### src/common/smx_pkg.sv
// shared constants and types for the scan multiplexer timing core
package smx_pkg;
	// clocking
	localparam int CLK_KHZ      = 100000;           // master clock, kHz
	localparam int BIT_RATE_KHZ = 84900;            // serial output bit rate, kHz
	localparam int ACC_W        = 18;               // holds step plus largest remainder
	localparam logic [ACC_W-1:0] NCO_STEP = ACC_W'(BIT_RATE_KHZ);
	localparam logic [ACC_W-1:0] NCO_MOD  = ACC_W'(CLK_KHZ);
	// derived clocks, counted in bit periods
	localparam int REF_DIV  = 8;                    // mirror reference = bit rate / 8
	localparam int SLOW_DIV = 408;                  // corrector and supply clock
	localparam logic [1:0] REF_HALF_M1  = 2'(REF_DIV / 2 - 1);
	localparam logic [7:0] SLOW_HALF_M1 = 8'(SLOW_DIV / 2 - 1);
	// detector channels and bands
	localparam int NUM_CHAN      = 100;
	localparam int CHAN_PER_BAND = 16;
	localparam int CHAN_W        = 7;
	localparam int BAND_W        = 3;
	localparam logic [CHAN_W-1:0] WIDE_CHANS = CHAN_W'(96);   // six 16-channel bands
	localparam logic [BAND_W-1:0] NARROW_BAND = 3'h6;          // last 4-channel band
	localparam logic [BAND_W-1:0] FILL_BAND   = 3'h7;
	// words
	localparam int WORD_W = 8;
	localparam int SER_W  = 1 + BAND_W + WORD_W;  // tag, band, data
	localparam logic [WORD_W-1:0] FILL_DATA = 8'haa;
	localparam logic [3:0] SER_LAST = 4'(SER_W - 1);
	localparam int TLM_PERIOD = 16;                  // band words between telemetry slots
	localparam int DELAY_W    = 16;
	// synchroniser pin indices
	localparam int PIN_START = 0;
	localparam int PIN_MID   = 1;
	localparam int PIN_END   = 2;
	localparam int PIN_BEGIN = 3;
	localparam int PIN_STOP  = 4;
	localparam int NUM_PINS  = 5;

	// converter sample tagged with its detector channel
	typedef struct packed {
		logic [CHAN_W-1:0] chan;
		logic [WORD_W-1:0] data;
	} smx_det_t;

	// one word of the serial stream
	typedef struct packed {
		logic              is_tlm;
		logic [BAND_W-1:0] band;
		logic [WORD_W-1:0] data;
	} smx_word_t;

	// formatting window state
	typedef enum logic [1:0] {
		SMX_FMT_IDLE   = 2'b00,
		SMX_FMT_ACTIVE = 2'b01
	} smx_fmt_t;
endpackage

### src/core/smx_buf2.sv
// two-entry valid/ready buffer
`timescale 1ns/1ps
module smx_buf2 #(
	parameter int W = 8
) (
	// clock and control
	input  wire logic         i_mclk,
	input  wire logic         i_rst,
	input  wire logic         i_ce,
	// fill side
	input  wire logic [W-1:0] i_in_data,
	input  wire logic         i_in_valid,
	output logic              o_in_ready,
	// drain side
	output logic [W-1:0]      o_out_data,
	output logic              o_out_valid,
	input  wire logic         i_out_ready
);
	logic [W-1:0] mem_reg [2];   // two storage slots
	logic         wr_ptr_reg;    // next slot to fill
	logic         rd_ptr_reg;    // oldest slot
	logic [1:0]   count_reg;     // words held
	logic [1:0]   count_next;
	logic         push;
	logic         pop;

	if (W < 1)
	begin : g_bad_w
		$error("smx_buf2: width must be at least one");
	end

	// handshake terms
	assign push        = i_in_valid & o_in_ready;
	assign pop         = o_out_valid & i_out_ready;
	assign o_out_valid = (count_reg != 2'h0);
	assign o_out_data  = mem_reg[rd_ptr_reg];

	// occupancy after this cycle
	always_comb
	begin
		count_next = count_reg;
		if (push & ~pop)
			count_next = count_reg + 2'h1;
		else if (pop & ~push)
			count_next = count_reg - 2'h1;
	end

	// storage and pointers
	always_ff @(posedge i_mclk)
	begin
		if (i_rst)
		begin
			wr_ptr_reg <= 1'b0;
			rd_ptr_reg <= 1'b0;
			count_reg  <= 2'h0;
		end
		else if (i_ce)
		begin
			if (push)
			begin
				mem_reg[wr_ptr_reg] <= i_in_data;
				wr_ptr_reg          <= ~wr_ptr_reg;
			end
			if (pop)
				rd_ptr_reg <= ~rd_ptr_reg;
			count_reg <= count_next;
		end
	end

	// registered ready: low only while both slots are full
	always_ff @(posedge i_mclk)
	begin
		if (i_rst)
			o_in_ready <= 1'b1;
		else if (i_ce)
			o_in_ready <= (count_next != 2'h2);
	end
endmodule // smx_buf2

### src/core/smx_delay.sv
// programmable one-shot delay counter
`timescale 1ns/1ps
module smx_delay #(
	parameter int CNT_W = 16
) (
	// clock and control
	input  wire logic             i_mclk,
	input  wire logic             i_rst,
	input  wire logic             i_ce,
	// trigger and length
	input  wire logic             i_start,
	input  wire logic [CNT_W-1:0] i_load,
	// delayed pulse
	output logic                  o_fire
);
	logic [CNT_W-1:0] cnt_reg;   // cycles still to wait
	logic             busy_reg;  // counting in progress

	if (CNT_W < 1)
	begin : g_bad_w
		$error("smx_delay: counter width must be at least one");
	end

	// load on trigger, count down, fire once at zero; a new trigger restarts
	always_ff @(posedge i_mclk)
	begin
		if (i_rst)
		begin
			cnt_reg  <= '0;
			busy_reg <= 1'b0;
			o_fire   <= 1'b0;
		end
		else if (i_ce)
		begin
			o_fire <= 1'b0;
			if (i_start)
			begin
				cnt_reg  <= i_load;
				busy_reg <= 1'b1;
			end
			else if (busy_reg)
			begin
				if (cnt_reg == '0)
				begin
					o_fire   <= 1'b1;
					busy_reg <= 1'b0;
				end
				else
					cnt_reg <= cnt_reg - 1'b1;
			end
		end
	end
endmodule // smx_delay

### src/core/smx_core.sv
// scan multiplexer timing, interleaving and serial formatting core
`timescale 1ns/1ps
//
// Operation
// - accept 100 channels, merge each band's channels
// - interleave band words with telemetry words serially
// - serial output runs at 84.9 Mbps
// - scan pulses drive filter shutter, restore syncs
// - drive 10.61 MHz reference to mirror
// - bit rate over 408 clock to corrector
// - same 208.1 kHz clock to power supply
// - buffer line stop, forward to corrector
// - delayed line stop syncs calibrator shutter
module smx_core
	import smx_pkg::*;
#(
	parameter int N_CHAN  = smx_pkg::NUM_CHAN,
	parameter int TLM_GAP = smx_pkg::TLM_PERIOD
) (
	// clock and control
	input  wire logic                      i_mclk,
	input  wire logic                      i_rst,
	input  wire logic                      i_ce,
	// scan monitor and mirror electronics pins
	input  wire logic                      i_scan_start,
	input  wire logic                      i_scan_mid,
	input  wire logic                      i_scan_end,
	input  wire logic                      i_fmt_begin,
	input  wire logic                      i_line_stop,
	// digitised detector samples
	input  wire smx_pkg::smx_det_t         i_det,
	input  wire logic                      i_det_valid,
	output logic                           o_det_ready,
	// telemetry words
	input  wire logic [smx_pkg::WORD_W-1:0] i_tlm_data,
	input  wire logic                      i_tlm_valid,
	output logic                           o_tlm_ready,
	// calibrator shutter delay, master clock cycles
	input  wire logic [smx_pkg::DELAY_W-1:0] i_cal_delay,
	// serial stream
	output logic                           o_ser_data,
	output logic                           o_ser_strobe,
	output logic                           o_word_sync,
	output logic                           o_formatting,
	// clocks to other units
	output logic                           o_mirror_ref_clk,
	output logic                           o_corrector_clk,
	output logic                           o_psu_clk,
	// sync pulses
	output logic                           o_corrector_sync,
	output logic                           o_cal_shutter_sync,
	output logic                           o_filter_shutter_sync,
	output logic                           o_dc_restore_sync
);
	import smx_pkg::*;

	// elaboration checks
	if (N_CHAN < 1 || N_CHAN > NUM_CHAN)
	begin : g_bad_chan
		$error("smx_core: channel count outside what the band map serves");
	end
	if (TLM_GAP < 1 || TLM_GAP > 255)
	begin : g_bad_gap
		$error("smx_core: telemetry spacing must be 1 to 255");
	end

	localparam logic [CHAN_W-1:0] CHAN_LIMIT = CHAN_W'(N_CHAN);
	localparam logic [7:0]        GAP_COUNT  = 8'(TLM_GAP);

	// pin synchronisers
	logic [NUM_PINS-1:0] pin_raw;     // raw pin levels
	logic [NUM_PINS-1:0] sync1_reg;   // first stage, read only by second
	logic [NUM_PINS-1:0] sync2_reg;   // second stage
	logic [NUM_PINS-1:0] sync3_reg;   // third stage
	logic [NUM_PINS-1:0] level_reg;   // accepted level
	logic [NUM_PINS-1:0] rise_reg;    // one-cycle rising edge

	// bit clock
	logic [ACC_W-1:0] acc_reg;        // phase accumulator
	logic [ACC_W-1:0] acc_sum;
	logic             bit_en;         // one bit period elapsed
	logic [1:0]       ref_cnt_reg;    // mirror reference half-period count
	logic [7:0]       slow_cnt_reg;   // slow clock half-period count

	// formatting window
	smx_fmt_t         fmt_reg;

	// data path
	smx_det_t         buf_out;        // oldest buffered sample
	logic             buf_valid;
	logic             buf_pop;
	logic [WORD_W-1:0] tlm_hold_reg;  // held telemetry word
	logic             tlm_full_reg;
	logic             tlm_take;
	logic [7:0]       slot_cnt_reg;   // band words since last telemetry
	smx_word_t        word_next;      // word chosen at a boundary
	logic [SER_W-1:0] shift_reg;      // serialiser shift register
	logic [3:0]       bit_cnt_reg;    // bits still to send of this word
	logic             word_load;      // boundary and bit period together
	logic             cal_fire;

	assign pin_raw = {i_line_stop, i_fmt_begin, i_scan_end, i_scan_mid, i_scan_start};

	// three-stage sync per pin; a level counts once stages two and three agree
	for (genvar p = 0; p < NUM_PINS; p++)
	begin : g_pin
		always_ff @(posedge i_mclk)
		begin
			if (i_rst)
			begin
				sync1_reg[p] <= 1'b0;
				sync2_reg[p] <= 1'b0;
				sync3_reg[p] <= 1'b0;
				level_reg[p] <= 1'b0;
				rise_reg[p]  <= 1'b0;
			end
			else if (i_ce)
			begin
				sync1_reg[p] <= pin_raw[p];
				sync2_reg[p] <= sync1_reg[p];
				sync3_reg[p] <= sync2_reg[p];
				// edge only on an agreed change
				rise_reg[p]  <= (sync2_reg[p] == sync3_reg[p]) & sync3_reg[p] & ~level_reg[p];
				if (sync2_reg[p] == sync3_reg[p])
					level_reg[p] <= sync3_reg[p];
			end
		end
	end

	// fractional accumulator: one bit period per 84.9 of each 100 clocks
	assign acc_sum = acc_reg + NCO_STEP;
	assign bit_en  = (acc_sum >= NCO_MOD);

	always_ff @(posedge i_mclk)
	begin
		if (i_rst)
			acc_reg <= '0;
		else if (i_ce)
			acc_reg <= bit_en ? (acc_sum - NCO_MOD) : acc_sum;
	end

	// mirror reference: toggles every four bit periods
	always_ff @(posedge i_mclk)
	begin
		if (i_rst)
		begin
			ref_cnt_reg      <= 2'h0;
			o_mirror_ref_clk <= 1'b0;
		end
		else if (i_ce && bit_en)
		begin
			if (ref_cnt_reg == REF_HALF_M1)
			begin
				ref_cnt_reg      <= 2'h0;
				o_mirror_ref_clk <= ~o_mirror_ref_clk;
			end
			else
				ref_cnt_reg <= ref_cnt_reg + 2'h1;
		end
	end

	// slow clock: toggles every 204 bit periods, same edge for both users
	always_ff @(posedge i_mclk)
	begin
		if (i_rst)
		begin
			slow_cnt_reg    <= 8'h00;
			o_corrector_clk <= 1'b0;
			o_psu_clk       <= 1'b0;
		end
		else if (i_ce && bit_en)
		begin
			if (slow_cnt_reg == SLOW_HALF_M1)
			begin
				slow_cnt_reg    <= 8'h00;
				o_corrector_clk <= ~o_corrector_clk;
				o_psu_clk       <= ~o_psu_clk;
			end
			else
				slow_cnt_reg <= slow_cnt_reg + 8'h01;
		end
	end

	// formatting window opened by begin, closed by line stop
	always_ff @(posedge i_mclk)
	begin
		if (i_rst)
		begin
			fmt_reg      <= SMX_FMT_IDLE;
			o_formatting <= 1'b0;
		end
		else if (i_ce)
		begin
			unique case (fmt_reg)
				SMX_FMT_IDLE:
					if (rise_reg[PIN_BEGIN])
						fmt_reg <= SMX_FMT_ACTIVE;
				SMX_FMT_ACTIVE:
					if (rise_reg[PIN_STOP])
						fmt_reg <= SMX_FMT_IDLE;
				default:
					fmt_reg <= SMX_FMT_IDLE;
			endcase
			o_formatting <= (fmt_reg == SMX_FMT_ACTIVE);
		end
	end

	// sync pulses from scan monitor and line stop
	always_ff @(posedge i_mclk)
	begin
		if (i_rst)
		begin
			o_corrector_sync      <= 1'b0;
			o_filter_shutter_sync <= 1'b0;
			o_dc_restore_sync     <= 1'b0;
			o_cal_shutter_sync    <= 1'b0;
		end
		else if (i_ce)
		begin
			o_corrector_sync      <= rise_reg[PIN_STOP];
			o_filter_shutter_sync <= rise_reg[PIN_START] | rise_reg[PIN_MID];
			o_dc_restore_sync     <= rise_reg[PIN_END];
			o_cal_shutter_sync    <= cal_fire;
		end
	end

	// calibrator shutter delay, loaded when line stop arrives
	smx_delay #(
		.CNT_W   (DELAY_W)
	) u_cal_delay (
		.i_mclk  (i_mclk),
		.i_rst   (i_rst),
		.i_ce    (i_ce),
		.i_start (rise_reg[PIN_STOP]),
		.i_load  (i_cal_delay),
		.o_fire  (cal_fire)
	);

	// two-entry buffer between converter and serialiser
	smx_buf2 #(
		.W           ($bits(smx_det_t))
	) u_det_buf (
		.i_mclk      (i_mclk),
		.i_rst       (i_rst),
		.i_ce        (i_ce),
		.i_in_data   (i_det),
		.i_in_valid  (i_det_valid),
		.o_in_ready  (o_det_ready),
		.o_out_data  (buf_out),
		.o_out_valid (buf_valid),
		.i_out_ready (buf_pop)
	);

	// telemetry holding register, ready from a flop
	always_ff @(posedge i_mclk)
	begin
		if (i_rst)
		begin
			tlm_hold_reg <= '0;
			tlm_full_reg <= 1'b0;
			o_tlm_ready  <= 1'b1;
		end
		else if (i_ce)
		begin
			if (i_tlm_valid && o_tlm_ready)
			begin
				tlm_hold_reg <= i_tlm_data;
				tlm_full_reg <= 1'b1;
				o_tlm_ready  <= 1'b0;
			end
			else if (tlm_take)
			begin
				tlm_full_reg <= 1'b0;
				o_tlm_ready  <= 1'b1;
			end
		end
	end

	// word selection at a boundary: telemetry slot, band sample, else fill
	assign word_load = bit_en & (bit_cnt_reg == 4'h0);

	always_comb
	begin
		word_next = '{is_tlm: 1'b1, band: FILL_BAND, data: FILL_DATA};
		tlm_take  = 1'b0;
		buf_pop   = 1'b0;
		if (fmt_reg != SMX_FMT_ACTIVE)
			buf_pop = buf_valid;               // samples outside the window are dropped
		else if (buf_valid && buf_out.chan >= CHAN_LIMIT)
			buf_pop = 1'b1;                    // unknown channel discarded
		else if (word_load)
		begin
			if (tlm_full_reg && slot_cnt_reg >= GAP_COUNT)
			begin
				word_next = '{is_tlm: 1'b1, band: '0, data: tlm_hold_reg};
				tlm_take  = 1'b1;
			end
			else if (buf_valid)
			begin
				word_next.is_tlm = 1'b0;
				word_next.data   = buf_out.data;
				// all channels of a band share one band tag
				if (buf_out.chan >= WIDE_CHANS)
					word_next.band = NARROW_BAND;
				else
					word_next.band = BAND_W'(buf_out.chan / CHAN_W'(CHAN_PER_BAND));
				buf_pop = 1'b1;
			end
		end
	end

	// band words counted since the last telemetry slot
	always_ff @(posedge i_mclk)
	begin
		if (i_rst)
			slot_cnt_reg <= 8'h00;
		else if (i_ce)
		begin
			if (tlm_take)
				slot_cnt_reg <= 8'h00;
			else if (word_load && !word_next.is_tlm && slot_cnt_reg != GAP_COUNT)
				slot_cnt_reg <= slot_cnt_reg + 8'h01;
		end
	end

	// serialiser, msb first, one bit per bit period
	always_ff @(posedge i_mclk)
	begin
		if (i_rst)
		begin
			shift_reg    <= '0;
			bit_cnt_reg  <= 4'h0;
			o_ser_data   <= 1'b0;
			o_ser_strobe <= 1'b0;
			o_word_sync  <= 1'b0;
		end
		else if (i_ce)
		begin
			o_ser_strobe <= bit_en;
			o_word_sync  <= word_load;
			if (word_load)
			begin
				o_ser_data  <= word_next[SER_W-1];
				shift_reg   <= {word_next[SER_W-2:0], 1'b0};
				bit_cnt_reg <= SER_LAST;
			end
			else if (bit_en)
			begin
				o_ser_data  <= shift_reg[SER_W-1];
				shift_reg   <= {shift_reg[SER_W-2:0], 1'b0};
				bit_cnt_reg <= bit_cnt_reg - 4'h1;
			end
		end
	end
endmodule // smx_core

### config.mk
export PLATFORM = sky130hd
export DESIGN_NAME = smx_core
export DESIGN_NICKNAME = d
export VERILOG_FILES = /design/src/common/smx_pkg.sv /design/src/core/smx_buf2.sv /design/src/core/smx_delay.sv /design/src/core/smx_core.sv
export SDC_FILE = /design/constraint.sdc
export NUM_CORES = 1
export LEC_CHECK = 0
export BUFFER_PORTS_ARGS = -buffer_cell sky130_fd_sc_hd__buf_4
export CAP_MARGIN = 30
export CORE_UTILIZATION = 45
export DETAILED_ROUTE_END_ITERATION = 10
export PLACE_DENSITY = 0.68
export SYNTH_ARGS = -nofsm -noshare
export SYNTH_HDL_FRONTEND = slang
export SYNTH_SLANG_ARGS = --single-unit
### constraint.sdc
create_clock -name i_mclk -period 4.9 [get_ports i_mclk]
set_clock_uncertainty 0.05 [all_clocks]
set_input_delay 0.98 -clock i_mclk [delete_from_list [all_inputs] [get_ports i_mclk]]
set_output_delay 0.98 -clock i_mclk [all_outputs]
set_load 0.03 [all_outputs]
==> flow_summary.toml <==
[run_status]
status = "completed"

[floorplanning]
die_height_um = 130
die_area_mm2 = 0.0168
ios = 62
std_cell_rows = 46
initial_core_util_pct = 46.2
coreArea_mm2 = 0.0159
die_w_um = 130

[critical_path]
worst_r2r_startpoint = "acc_reg[6]$_SDFFE_PP0P_"
critical_path.startpoint = "acc_reg[6]$_SDFFE_PP0P_"
worst_reg_to_reg_cells = 9
cp_max_fo = 18
worstPathRequired_ns = 5.16
worst-setup-path-type = "flop to flop"
critical_path.endpoint_type = "flop"
worst_setup_path_start_kind = "flop"
crit_arrival_ns = 4.10

[worst_hold_path]
hold_depth = 2
holdCritPathClass = "flop to flop"
holdCritStartpoint = "shift_reg[11]$_SDFFE_PP0P_"

[yosys]
netlist.top_cell.by_area = "sky130_fd_sc_hd__dfxtp_1"
yosys.cell_count.top_type = "sky130_fd_sc_hd__dfxtp_1"
synth-main-ff-cell = "sky130_fd_sc_hd__dfxtp_1"
mappedNetlistArea_mm2 = 0.00733
syn-mean-instance-area_um2 = 8.80
synth_top_area_share_pct = 32.8
synth_cell_count_leaders = "sky130_fd_sc_hd__dfxtp_1, sky130_fd_sc_hd__nor2_1, sky130_fd_sc_hd__nand2_1"
ys_seq_elements = 146
synth_cell_types = 75
yosys_warnings = 0
synth-edff-count = 26
synth-seq-area-share_pct = 43.4
postSynthCellCount = 833
async_reset_ff_share_pct = 0
syn-num-nets = 898
ys_top_cells_by_area = "sky130_fd_sc_hd__dfxtp_1, sky130_fd_sc_hd__edfxtp_1, sky130_fd_sc_hd__nor2_1"

[placed_design]
place.detailed.hpwl_um = 9860
pre_cts_slack_ns = 1.10
global_placement_routability_congestion = 0.859
port_buffers = 59
placed_cells_incl_taps = 1058

[detailed_routing]
route.final.wire_length_um = 15100
initialDrtViolationCount = 345
drt_pass1_iterations = 5
route.detailed.vias_per_inst = 5.44
routed_wirelength_normalized_by_instance_count_um = 13.8
route.vias.total = 5927
detail-route-antenna-nets = 0
drc = 0

[cts]
post-cts-setup-buffers = 0
cts_inserted_buffers = 17
ctsResizeCount = 0
cts_num_sinks = 146
number_of_levels_the_h_tree_was_split_into = 4
cts_buffer_depth = 2
register_clock_pin_slew_on_the_reported_worst_setup_and_hold_paths_ns = 0.06
cts_tree = "yes"
worstSkewPairLatency_ns = 0.42
hold_buffers = 0
clockRootBuffer = "sky130_fd_sc_hd__clkbuf_16"

[timing]
min_period_ns = 3.84
setup_slack_of_the_critical_path_after_layout_ns = 1.06
whs_ns = 0.400
final_min_period_over_clock_period_pct = 78.4
unrepaired_setup_endpoints_after_global_routing = "false"
final_setup_violations = 0
max_freq_ghz = 0.260
final_hold_viol_count = 0
max_slew_margin_pct = 44.4
totalNegativeSetupSlack_ns = 0
worst-slew-pin-transition_ns = 0.833
finalMaxSlewViolations = 0

[grt]
grt_pass1_vias = 5529
grt.overflow.total = 0
antenna_found_initial = 0
maximum_number_of_pins_on_one_net_before_global_route_repair = 65
wire_length_of_the_first_global_routing_pass_um = 25900
global_route.usage.total_pct = 19.3

[run]
cap_viol_max_count = 0

[final_layout]
regArea_mm2 = 0.00318
ratio_of_cells_with_drive_above_1_in_the_final_layout_pct = 14.8
multi_input_comb_area_mm2 = 0.00383
max_ffs_per_register = 26
n_fill_cell = 1489
nets = 926
area_growth_syn_to_layout_pct = 14.9
insertedDiodeCount = 0
finish.cell_count_without_fillers = 1090

[power_and_ir_drop]
powerDensity_mw_per_mm2 = 483
static_power_due_to_leakage_nw = 3.13
ir_drop_v = 0.000364
==> cells in the final DEF (no fill, tap or decap), drive strengths merged, types with 10 or more instances in the layout <==
master	Yosys	layout
a211oi	11	11
a21oi	57	57
a22oi	14	14
buf	21	67
clkbuf	37	19
clkinv	0	10
dfxtp	120	120
edfxtp	26	26
ha	16	16
inv	17	17
mux2i	31	31
nand2	86	86
nand3	18	18
nand3b	11	11
nand4	10	10
nor2	110	110
nor3	25	25
o21ai	49	49
xnor2	19	19
xor2	17	17
==> critical path, stage by stage, from the launching register on <==
cell	delay (ns)
sky130_fd_sc_hd__dfxtp_1	0.72
sky130_fd_sc_hd__nand4_1	0.24
sky130_fd_sc_hd__a31oi_1	0.47
sky130_fd_sc_hd__o41ai_2	0.13
sky130_fd_sc_hd__xor2_1	0.39
sky130_fd_sc_hd__and3_1	0.68
sky130_fd_sc_hd__nor2_1	0.28
sky130_fd_sc_hd__mux2i_1	0.18
sky130_fd_sc_hd__a22oi_1	0.24
sky130_fd_sc_hd__mux2_2	0.36
==> kinds of logic (layout without fill, tap and decap cells) <==
kind of cell    Yosys count  count (layout)  share of synthesized area [%]
xor+xnor                 36              36                           4.30
flops                   146             146                           43.4
compound gates          207             207                           19.1
fa+ha+maj                16              16                           2.73
simple gates            318             318                           21.2
mux                      35              35                           4.85
buf+inv                  75             116                           4.44
==> report_power, final <==
group	switching, mW	leakage [nW]	internal [mW]
registers	0.211	1.21	1.37
clock network	0.477	0.281	0.751
logic	0.736	1.64	0.522
total	1.42	3.13	2.64
==> path summary, 6_finish.rpt <==
path                                              endpoint  slack, ns
worst max-delay path              acc_reg[11]$_SDFFE_PP0P_       1.06
worst min-delay path            shift_reg[11]$_SDFFE_PP0P_       0.40
worst max register to register    acc_reg[11]$_SDFFE_PP0P_       1.06
worst min register to register  shift_reg[11]$_SDFFE_PP0P_       0.40
==> layout make-up <==
cell class                      count  area share, %
Timing Repair Buffer               67           6.06
Multi-Input combinational cell    612           45.5
Clock buffer                       19           5.26
Clock inverter                     13           1.41
Sequential cell                   146           37.8
Inverter                           17          0.757
Tap cell                          216           3.21
==> routing by layer <==
layer | up-vias | track usage [%] | wire, um
li1 | 3055 | - | -
met1 | 2730 | 25.2 | 7310
met2 | 122 | 31.2 | 6930
met3 | 20 | 4.09 | 596
met4 | 0 | 7.80 | 260
met5 | - | 0 | 0
==> stage by stage <==
| stage | area, um^2 | util, % | power [mW] |
|---|---|---|---|
| 3_5_place_dp | 7860 | 49.5 | 2.85 |
| 4_1_cts | 8420 | 53.0 | 4.09 |
| 6_report | 8420 | 53.0 | 4.07 |
| 5_1_grt | 8420 | 53.0 | 4.33 |
| 3_3_place_gp | 7840 | 49.4 | 2.83 |
| 2_1_floorplan | 7330 | - | 2.60 |
No activity file was read; power rests on OpenSTA's default activity.
